$ cat config.mk
export PLATFORM = sky130hd
export DESIGN_NAME = sba_arbiter
export DESIGN_NICKNAME = d
export VERILOG_FILES = /design/src/core/sba_pkg.sv /design/src/core/sba_pin_if.sv /design/src/core/sba_sync.sv /design/src/core/sba_arbiter.sv
export SDC_FILE = /design/constraint.sdc
export NUM_CORES = 1
export LEC_CHECK = 0
export ABC_CLOCK_PERIOD_IN_PS = 2900
export CORE_MARGIN = 1
export CORE_UTILIZATION = 63
export DETAILED_ROUTE_END_ITERATION = 10
export DONT_BUFFER_PORTS = 1
export PLACE_DENSITY = 0.8
export SLEW_MARGIN = 15
export SYNTH_ARGS = -nofsm -noshare
export SYNTH_HDL_FRONTEND = slang
export SYNTH_SLANG_ARGS = --single-unit
$ cat constraint.sdc
create_clock -name clk -period 2.9 [get_ports clk]
set_clock_uncertainty 0.2 [all_clocks]
set_input_delay 0.435 -clock clk [delete_from_list [all_inputs] [get_ports clk]]
set_output_delay 0.435 -clock clk [all_outputs]
set_load 0.05 [all_outputs]
$ cat src/core/sba_pkg.sv
// Shared constants and types for the system bus arbiter
package sba_pkg;

	// ------------------------------------------------------------
	// Processor cycle status codes, lines read as {s2, s1, s0}
	// ------------------------------------------------------------
	localparam logic [2:0] ST_INT_ACK = 3'h0;
	localparam logic [2:0] ST_IO_READ = 3'h1;
	localparam logic [2:0] ST_IO_WRITE = 3'h2;
	localparam logic [2:0] ST_HALT = 3'h3;
	localparam logic [2:0] ST_FETCH = 3'h4;
	localparam logic [2:0] ST_MEM_READ = 3'h5;
	localparam logic [2:0] ST_MEM_WRITE = 3'h6;
	localparam logic [2:0] ST_PASSIVE = 3'h7;

	// ------------------------------------------------------------
	// Pin synchroniser
	// ------------------------------------------------------------
	localparam int SYNC_WIDTH = 5;
	localparam int SYNC_PRI = 0;
	localparam int SYNC_SHARED_BUS_REQUEST = 1;
	localparam int SYNC_BUSY = 2;
	localparam int SYNC_HOLD = 3;
	localparam int SYNC_EACH = 4;
	// Reset value of the filtered pins: all lines high; busy and request read idle
	localparam logic [SYNC_WIDTH-1:0] SYNC_RESET = 5'h1F;
	// Edges for which our own dropped request may still show on the sensed line
	localparam int OWN_REQ_LAG = 4;

	// ------------------------------------------------------------
	// Arbiter states, Gray along idle, wait, own, release
	// ------------------------------------------------------------
	typedef enum logic [1:0] {
		SBA_IDLE = 2'h0,
		SBA_WAIT = 2'h1,
		SBA_OWN = 2'h3,
		SBA_RELEASE = 2'h2
	} sba_state_t;

endpackage

$ cat src/core/sba_pin_if.sv
// Carrier between the arbiter and its pin synchroniser
interface sba_pin_if;
	logic [sba_pkg::SYNC_WIDTH-1:0] raw;
	logic [sba_pkg::SYNC_WIDTH-1:0] clean;

	modport sync (
		input raw,
		output clean
	);

	modport user (
		output raw,
		input clean
	);
endinterface

$ cat src/core/sba_sync.sv
// Three-stage pin synchroniser with agreement filter
module sba_sync (
	// Clock and reset
	input wire logic clk,
	input wire logic rst_n,
	// Pins in, filtered levels out
	sba_pin_if.sync pins
);

	logic [sba_pkg::SYNC_WIDTH-1:0] s1_q;
	logic [sba_pkg::SYNC_WIDTH-1:0] s2_q;
	logic [sba_pkg::SYNC_WIDTH-1:0] s3_q;
	logic [sba_pkg::SYNC_WIDTH-1:0] clean_q;

	always_ff @(posedge clk or negedge rst_n) begin
		if (!rst_n) begin
			s1_q <= sba_pkg::SYNC_RESET;
			s2_q <= sba_pkg::SYNC_RESET;
			s3_q <= sba_pkg::SYNC_RESET;
		end else begin
			s1_q <= pins.raw;
			s2_q <= s1_q;
			s3_q <= s2_q;
		end
	end

	// A level counts only once stages two and three agree, per bit
	always_ff @(posedge clk or negedge rst_n) begin
		if (!rst_n) begin
			clean_q <= sba_pkg::SYNC_RESET;
		end else begin
			clean_q <= (s2_q & s3_q) | (clean_q & (s2_q ^ s3_q));
		end
	end

	assign pins.clean = clean_q;

endmodule

$ cat src/core/sba_arbiter.sv
// System bus arbiter for one processor board
module sba_arbiter (
	// Clock and reset
	input wire logic clk,
	input wire logic rst_n,
	// Processor side, same clock
	input wire logic [2:0] proc_cycle_status,
	input wire logic proc_hold_n,
	input wire logic local_or_system_select,
	// Board straps and controls
	input wire logic local_ports_strap,
	input wire logic resident_strap,
	input wire logic common_req_hold_in,
	input wire logic release_each_access_in,
	// Shared bus side
	input wire logic priority_grant_in,
	input wire logic shared_bus_request_in,
	input wire logic bus_busy_n_in,
	output logic shared_bus_request_out,
	output logic shared_bus_request_oe,
	output logic bus_busy_n_out,
	output logic bus_busy_n_oe,
	output logic priority_req_out,
	// Towards the bus command controller
	output logic addr_enable_n,
	output logic bus_owner
);

	// ------------------------------------------------------------
	// Pin synchronisation
	// ------------------------------------------------------------
	sba_pin_if pins ();

	assign pins.raw[sba_pkg::SYNC_PRI] = priority_grant_in;
	assign pins.raw[sba_pkg::SYNC_SHARED_BUS_REQUEST] = shared_bus_request_in;
	assign pins.raw[sba_pkg::SYNC_BUSY] = bus_busy_n_in;
	assign pins.raw[sba_pkg::SYNC_HOLD] = common_req_hold_in;
	assign pins.raw[sba_pkg::SYNC_EACH] = release_each_access_in;

	sba_sync u_sync (
		.clk(clk),
		.rst_n(rst_n),
		.pins(pins)
	);

	logic higher_req;
	logic other_req;
	logic bus_free;
	logic shared_bus_request_hold_off;
	logic each_release;
	logic [sba_pkg::OWN_REQ_LAG-1:0] own_req_hist_q;

	// Our own pull on the shared request line takes the synchroniser's lag to
	// leave the sensed level; without this mask a fresh owner would see its
	// own request and surrender at once. A real request is only delayed.
	always_ff @(posedge clk or negedge rst_n) begin
		if (!rst_n) begin
			own_req_hist_q <= '0;
		end else begin
			own_req_hist_q <= {own_req_hist_q[sba_pkg::OWN_REQ_LAG-2:0], shared_bus_request_oe};
		end
	end

	assign higher_req = pins.clean[sba_pkg::SYNC_PRI];
	assign other_req = !pins.clean[sba_pkg::SYNC_SHARED_BUS_REQUEST] && !(|own_req_hist_q);
	assign bus_free = pins.clean[sba_pkg::SYNC_BUSY];
	assign shared_bus_request_hold_off = pins.clean[sba_pkg::SYNC_HOLD];
	assign each_release = pins.clean[sba_pkg::SYNC_EACH];

	// ------------------------------------------------------------
	// Configuration straps
	// ------------------------------------------------------------
	// Straps are captured on the first edge after reset release, not by the
	// reset itself, so a strap driven late by board logic is still honoured.
	logic straps_taken_q;
	logic ports_mode_q;
	logic resident_mode_q;

	always_ff @(posedge clk or negedge rst_n) begin
		if (!rst_n) begin
			straps_taken_q <= 1'b0;
			ports_mode_q <= 1'b0;
			resident_mode_q <= 1'b0;
		end else if (!straps_taken_q) begin
			straps_taken_q <= 1'b1;
			ports_mode_q <= !local_ports_strap;
			resident_mode_q <= resident_strap;
		end
	end

	// ------------------------------------------------------------
	// Status decode
	// ------------------------------------------------------------
	function automatic logic is_io(input logic [2:0] st);
		is_io = (st == sba_pkg::ST_INT_ACK) || (st == sba_pkg::ST_IO_READ) ||
			(st == sba_pkg::ST_IO_WRITE);
	endfunction

	function automatic logic is_mem(input logic [2:0] st);
		is_mem = (st == sba_pkg::ST_FETCH) || (st == sba_pkg::ST_MEM_READ) ||
			(st == sba_pkg::ST_MEM_WRITE);
	endfunction

	logic io_cyc;
	logic mem_cyc;
	logic access_cyc;
	logic halt_cyc;
	logic idle_cyc;
	logic sel_system;
	logic prev_access_q;
	logic access_end;

	assign io_cyc = is_io(proc_cycle_status);
	assign mem_cyc = is_mem(proc_cycle_status);
	assign access_cyc = io_cyc || mem_cyc;
	assign halt_cyc = (proc_cycle_status == sba_pkg::ST_HALT);
	assign idle_cyc = (proc_cycle_status == sba_pkg::ST_PASSIVE);
	assign sel_system = local_or_system_select;

	always_ff @(posedge clk or negedge rst_n) begin
		if (!rst_n) begin
			prev_access_q <= 1'b0;
		end else begin
			prev_access_q <= access_cyc;
		end
	end

	assign access_end = prev_access_q && !access_cyc;

	// ------------------------------------------------------------
	// Request and surrender terms per configuration
	// ------------------------------------------------------------
	logic need_bus;
	logic shared_bus_request_term;
	logic surrender;

	always_comb begin
		need_bus = 1'b0;
		shared_bus_request_term = 1'b0;
		case ({ports_mode_q, resident_mode_q})
			2'h0: begin
				need_bus = access_cyc;
				shared_bus_request_term = idle_cyc;
			end
			2'h1: begin
				need_bus = access_cyc && sel_system;
				shared_bus_request_term = !sel_system || idle_cyc;
			end
			2'h2: begin
				need_bus = mem_cyc;
				shared_bus_request_term = io_cyc || idle_cyc;
			end
			2'h3: begin
				need_bus = mem_cyc && sel_system;
				shared_bus_request_term = io_cyc || !sel_system;
			end
			default: begin
				need_bus = 1'b0;
				shared_bus_request_term = 1'b0;
			end
		endcase
	end

	// Surrender is never taken in the middle of a cycle that needs the bus
	always_comb begin
		surrender = halt_cyc || higher_req;
		if (shared_bus_request_hold_off && other_req && shared_bus_request_term) begin
			surrender = 1'b1;
		end
		if (each_release && access_end) begin
			surrender = 1'b1;
		end
		if (need_bus || !proc_hold_n) begin
			surrender = 1'b0;
		end
	end

	// ------------------------------------------------------------
	// Arbitration state
	// ------------------------------------------------------------
	sba_pkg::sba_state_t state_q;
	sba_pkg::sba_state_t state_d;

	always_comb begin
		state_d = state_q;
		case (state_q)
			sba_pkg::SBA_IDLE: begin
				if (straps_taken_q && need_bus) begin
					state_d = sba_pkg::SBA_WAIT;
				end
			end
			sba_pkg::SBA_WAIT: begin
				// The busy line keeps us off while another board owns it
				if (!higher_req && bus_free) begin
					state_d = sba_pkg::SBA_OWN;
				end else if (!need_bus && proc_hold_n) begin
					state_d = sba_pkg::SBA_IDLE;
				end
			end
			sba_pkg::SBA_OWN: begin
				if (surrender) begin
					state_d = sba_pkg::SBA_RELEASE;
				end
			end
			sba_pkg::SBA_RELEASE: begin
				state_d = sba_pkg::SBA_IDLE;
			end
			default: begin
				state_d = sba_pkg::SBA_IDLE;
			end
		endcase
	end

	always_ff @(posedge clk or negedge rst_n) begin
		if (!rst_n) begin
			state_q <= sba_pkg::SBA_IDLE;
		end else begin
			state_q <= state_d;
		end
	end

	// ------------------------------------------------------------
	// Output flops
	// ------------------------------------------------------------
	logic owning_d;
	logic asking_d;

	assign owning_d = (state_d == sba_pkg::SBA_OWN);
	assign asking_d = (state_d == sba_pkg::SBA_WAIT) || owning_d;

	always_ff @(posedge clk or negedge rst_n) begin
		if (!rst_n) begin
			bus_owner <= 1'b0;
			addr_enable_n <= 1'b1;
			bus_busy_n_oe <= 1'b0;
			bus_busy_n_out <= 1'b0;
		end else begin
			bus_owner <= owning_d;
			addr_enable_n <= !owning_d;
			bus_busy_n_oe <= owning_d;
			bus_busy_n_out <= 1'b0;
		end
	end

	// Shared request is pulled low only while waiting; an owner does not
	// need it, and pulling it would block surrender on other boards.
	always_ff @(posedge clk or negedge rst_n) begin
		if (!rst_n) begin
			shared_bus_request_oe <= 1'b0;
			shared_bus_request_out <= 1'b0;
			priority_req_out <= 1'b0;
		end else begin
			shared_bus_request_oe <= (state_d == sba_pkg::SBA_WAIT);
			shared_bus_request_out <= 1'b0;
			priority_req_out <= asking_d;
		end
	end

endmodule

==> flow_results.org <==
** Die
- The die is 45.30 microns tall.
- From left edge to right edge, the die measures 45.30 microns.
- 21 I/O pins were placed.
- Placement row count :: 15
- The total area inside the core boundary comes to 1745 sq um.
- The floorplan step defined a die boundary enclosing 2052 sq um.
- Starting Density :: 67.67%

** STA
- Final critical path time including I/O delays and setup :: 1.870 ns
- The worst pin sits at a relative slew slack of 42.63%.
- Post-route setup TNS :: 0 ns
- Across all setup checks in the final design, the least slack found is 1.030 ns.
- F_max :: 534.7 MHz
- Total count of hold-check failures in the final report :: 0
- RSZ-0062 raised after global routing :: no
- On the final layout, the worst hold slack is 0.07214 ns.
- For the pin with the worst max-slew slack, the measured transition is 0.8611 ns.
- The max-slew violation total from the final report was 0.
- After layout, the worst path uses 64.49% of the clock period.
- Setup violators final :: 0

** GRT
- First-pass GRT wire length :: 2573 microns
- In the global route stage, met1 resource usage came out at 23.08%.
- The initial antenna violation count came to 0.
- Across every metal layer, demand over resource in global routing totals 19.41%.
- Met3 track demand over resource :: 9.600%
- Maximum number of pins on one net before global-route repair :: 34
- Global route total overflow :: 0
- For this run, global-route usage on met2 was measured as 28.70%.
- Number of global-route vias before repair :: 609
- met2 is the most crowded layer.

** Power
- Dividing total power by cell area gives a power density of 725.1 nW/um^2.
- IR analysis of the VDD net gives a maximum drop of 0.4637 mV.
- In this run the static leakage power is 0.6259 nW.

** Clocking
- Clock transition at the registers of the reported paths :: 0.09 ns
- Clk Latency, worst-skew pair :: 0.32 ns
- Root buf cell :: sky130_fd_sc_hd__clkbuf_4
- No sink is reached through more buffers than the 2 on the longest clock path.
- After clock tree synthesis, the setup repair step added 0 buffers.
- Clock sinks :: 33
- CTS tree :: done
- The clock tree synthesis step divided the H-tree into 2 levels.
- Counting the buffers created by CTS gives 5.

** Detailed routing
- Number of remaining DRC errors :: 0
- Vias post-DR :: 595
- The first routing iteration left 7 violations.
- WL final :: 1436 microns
- The first detailed-routing pass took 4 iterations.
- Average wire length per cell after detail routing :: 12.60 microns
- In this run the remaining antenna-violating nets after routing total 0.
- Via-to-Cell Ratio :: 5.219

** Place
- At the placement stage, the worst setup path has a slack of 1.198 ns.
- Counting tap cells, the placed design contains a total of 98 instances.
- Final estimated routing congestion in global placement :: 0.7662
- Placed standard-cell area :: 1194 sq um
- Quantity of I/O buffers inserted on ports :: 0

** Logic synthesis
- Of the post-synthesis cell area, the part taken by muxes is 1.801%.
- Summing the areas of all compound-gate instances in the mapped netlist gives 10.17% of the synthesized area.
- In the synthesized netlist the async set-or-reset flop fraction comes to 100.0%.
- The synthesized design spends more area on one cell type than any other, namely sky130_fd_sc_hd__dfstp_2.
- Synthesized area per cell :: 15.75 sq um
- Adder and majority gate portion of the synthesized area :: 5.297%
- The synthesized netlist devotes 7.097% of its cell area to simple gates.
- Synthesis instantiated 27 different standard cells from the library.
- Top flip-flop cell by instance count after synthesis :: sky130_fd_sc_hd__dfstp_2
- Post-synthesis cell count :: 75
- Post-synthesis instance area :: 1181 sq um
- Share of the synthesized area in the top cell type :: 46.72%
- Largest cells by area after synthesis :: sky130_fd_sc_hd__dfstp_2, sky130_fd_sc_hd__dfrtp_1, sky130_fd_sc_hd__ha_1
- Summing the sequential cell areas from Yosys gives 72.14% of the chip area.
- After synthesis the netlist holds a flip-flop and latch count of 33.
- Yosys mapped a number of flops with a built-in enable equal to 0.
- The commonest cells after synthesis are sky130_fd_sc_hd__dfstp_2, sky130_fd_sc_hd__dfrtp_1, sky130_fd_sc_hd__a21o_1, sky130_fd_sc_hd__ha_1.
- sky130_fd_sc_hd__dfstp_2 is the most common cell in the netlist.
- Largest family of logic cells by synthesized area :: compound AO/OA/AOI/OAI gates
- Synth Warn # :: 0
- After Yosys synthesis, XOR and XNOR cells account for 0% of the synthesized area.

** Critical path
- At the worst endpoint, the required time is 2.27 ns.
- Endpoint arrival time on the critical path :: 1.24 ns
- Path type of the worst setup path :: reg2out
- The worst register-to-register path has a depth of 2.
- The worst register-to-register path ends at priority_req_out.
- In this run the worst path has a maximum fanout of 2.
- For flop-to-flop paths, the worst setup slack is 1.19 ns.
- Critical path endpoint category :: output port
- The worst setup path is launched from a flip-flop.
- RR Startpoint :: priority_req_out

** Final layout
- Fill cells in the final layout number 119.
- Design Area, Final :: 1343 sq um
- Ant. Diodes :: 0
- The final layout contains 107 nets.
- Signed area change from the synthesized netlist to the final layout :: 13.67%
- The finished layout holds 114 standard cells, fillers aside.
- Fraction of layout cells with a size suffix above 1 :: 35.96%

** Min path
- Startpoint of the worst hold path :: resident_strap
- The worst hold path belongs to the class in2reg.
- Worst hold path depth :: 1
- For hold timing, the worst endpoint is resident_mode_q.

** Run
- Max-cap viol count :: 0

** Outcome
- Run status :: finished, final reports clean
==> timing repair <==
| item | 4_1_cts | 5_1_grt |
|---|---|---|
| hold buffers | 7 | 1 |
| setup endpoints to repair | 0 | 0 |
| gates resized for setup | 0 | 0 |
| hold endpoints to repair | 38 | 1 |
==> metal layers <==
layer / vias to the layer above / routed length (microns)
met3: 7 / 58
met2: 16 / 712
li1: 279 / -
met4: 0 / 39
met5: - / 0
met1: 293 / 626
==> area by class of cell <==
cell class	instances	area, sq um	share of cell area, %
tap	25	31.28	2.330
sequential	33	852.1	63.47
multi-input combinational	37	299.0	22.27
timing repair buffer	8	90.09	6.710
clock buffer	8	58.81	4.380
inverter	3	11.26	0.8388
==> kinds of logic after synthesis <==
logic type | after synthesis
buffers and inverters | 6
muxes | 2
DFF | 33
and+or+nand+nor | 13
adders and majority gates | 5
other | 2
AOI/OAI and AO/OA | 14
==> state kept, by name, indices dropped and copies added (netlist names), 4 cells and up <==
signal and cells:
u_sync.s1_q 5, u_sync.s3_q 5, own_req_hist_q 4, u_sync.pins.clean 5
u_sync.s2_q 5
==> placed cells by master (no fill, tap or decap), types with 2 or more instances in the layout <==
cell	count
sky130_fd_sc_hd__conb_1	3
sky130_fd_sc_hd__clkbuf_4	5
sky130_fd_sc_hd__ha_1	5
sky130_fd_sc_hd__dlygate4sd3_1	7
sky130_fd_sc_hd__nor2_1	3
sky130_fd_sc_hd__clkbuf_1	2
sky130_fd_sc_hd__dfstp_2	21
sky130_fd_sc_hd__o31ai_1	2
sky130_fd_sc_hd__dfrtp_1	12
sky130_fd_sc_hd__a21o_1	5
sky130_fd_sc_hd__inv_1	3
sky130_fd_sc_hd__nor2b_1	2
==> where the power goes <==
| part | switching, W | internal, W | leakage (nW) | total, W |
|---|---|---|---|---|
| clock | 0.000125 | 0.000119 | 0.0326 | 0.000245 |
| combinational | 0.0000475 | 0.0000515 | 0.223 | 0.0000990 |
| sequential | 0.0000952 | 0.000534 | 0.371 | 0.000630 |
==> metrics by stage <==
step / utilization, % / power, W
after floorplan: - / 0.0007001
after global placement: 68.39 / 0.0007120
after detailed placement: 68.39 / 0.0007208
after CTS: 76.34 / 0.0009851
after global routing: 76.92 / 0.001034
final: 76.92 / 0.0009735
==> worst max-delay path by stage <==
stage	start	end	slack, ns	depth (start not counted)
floorplan	priority_req_out	priority_req_out	1.26	2
global placement	priority_req_out	priority_req_out	1.24	2
detailed placement	local_or_system_select	priority_req_out	1.20	4
CTS	bus_owner	bus_busy_n_oe	1.02	0
global route	bus_owner	bus_busy_n_oe	0.97	0
finish	bus_owner	bus_busy_n_oe	1.03	0
Note: power is estimated with default switching activity, not from simulation.
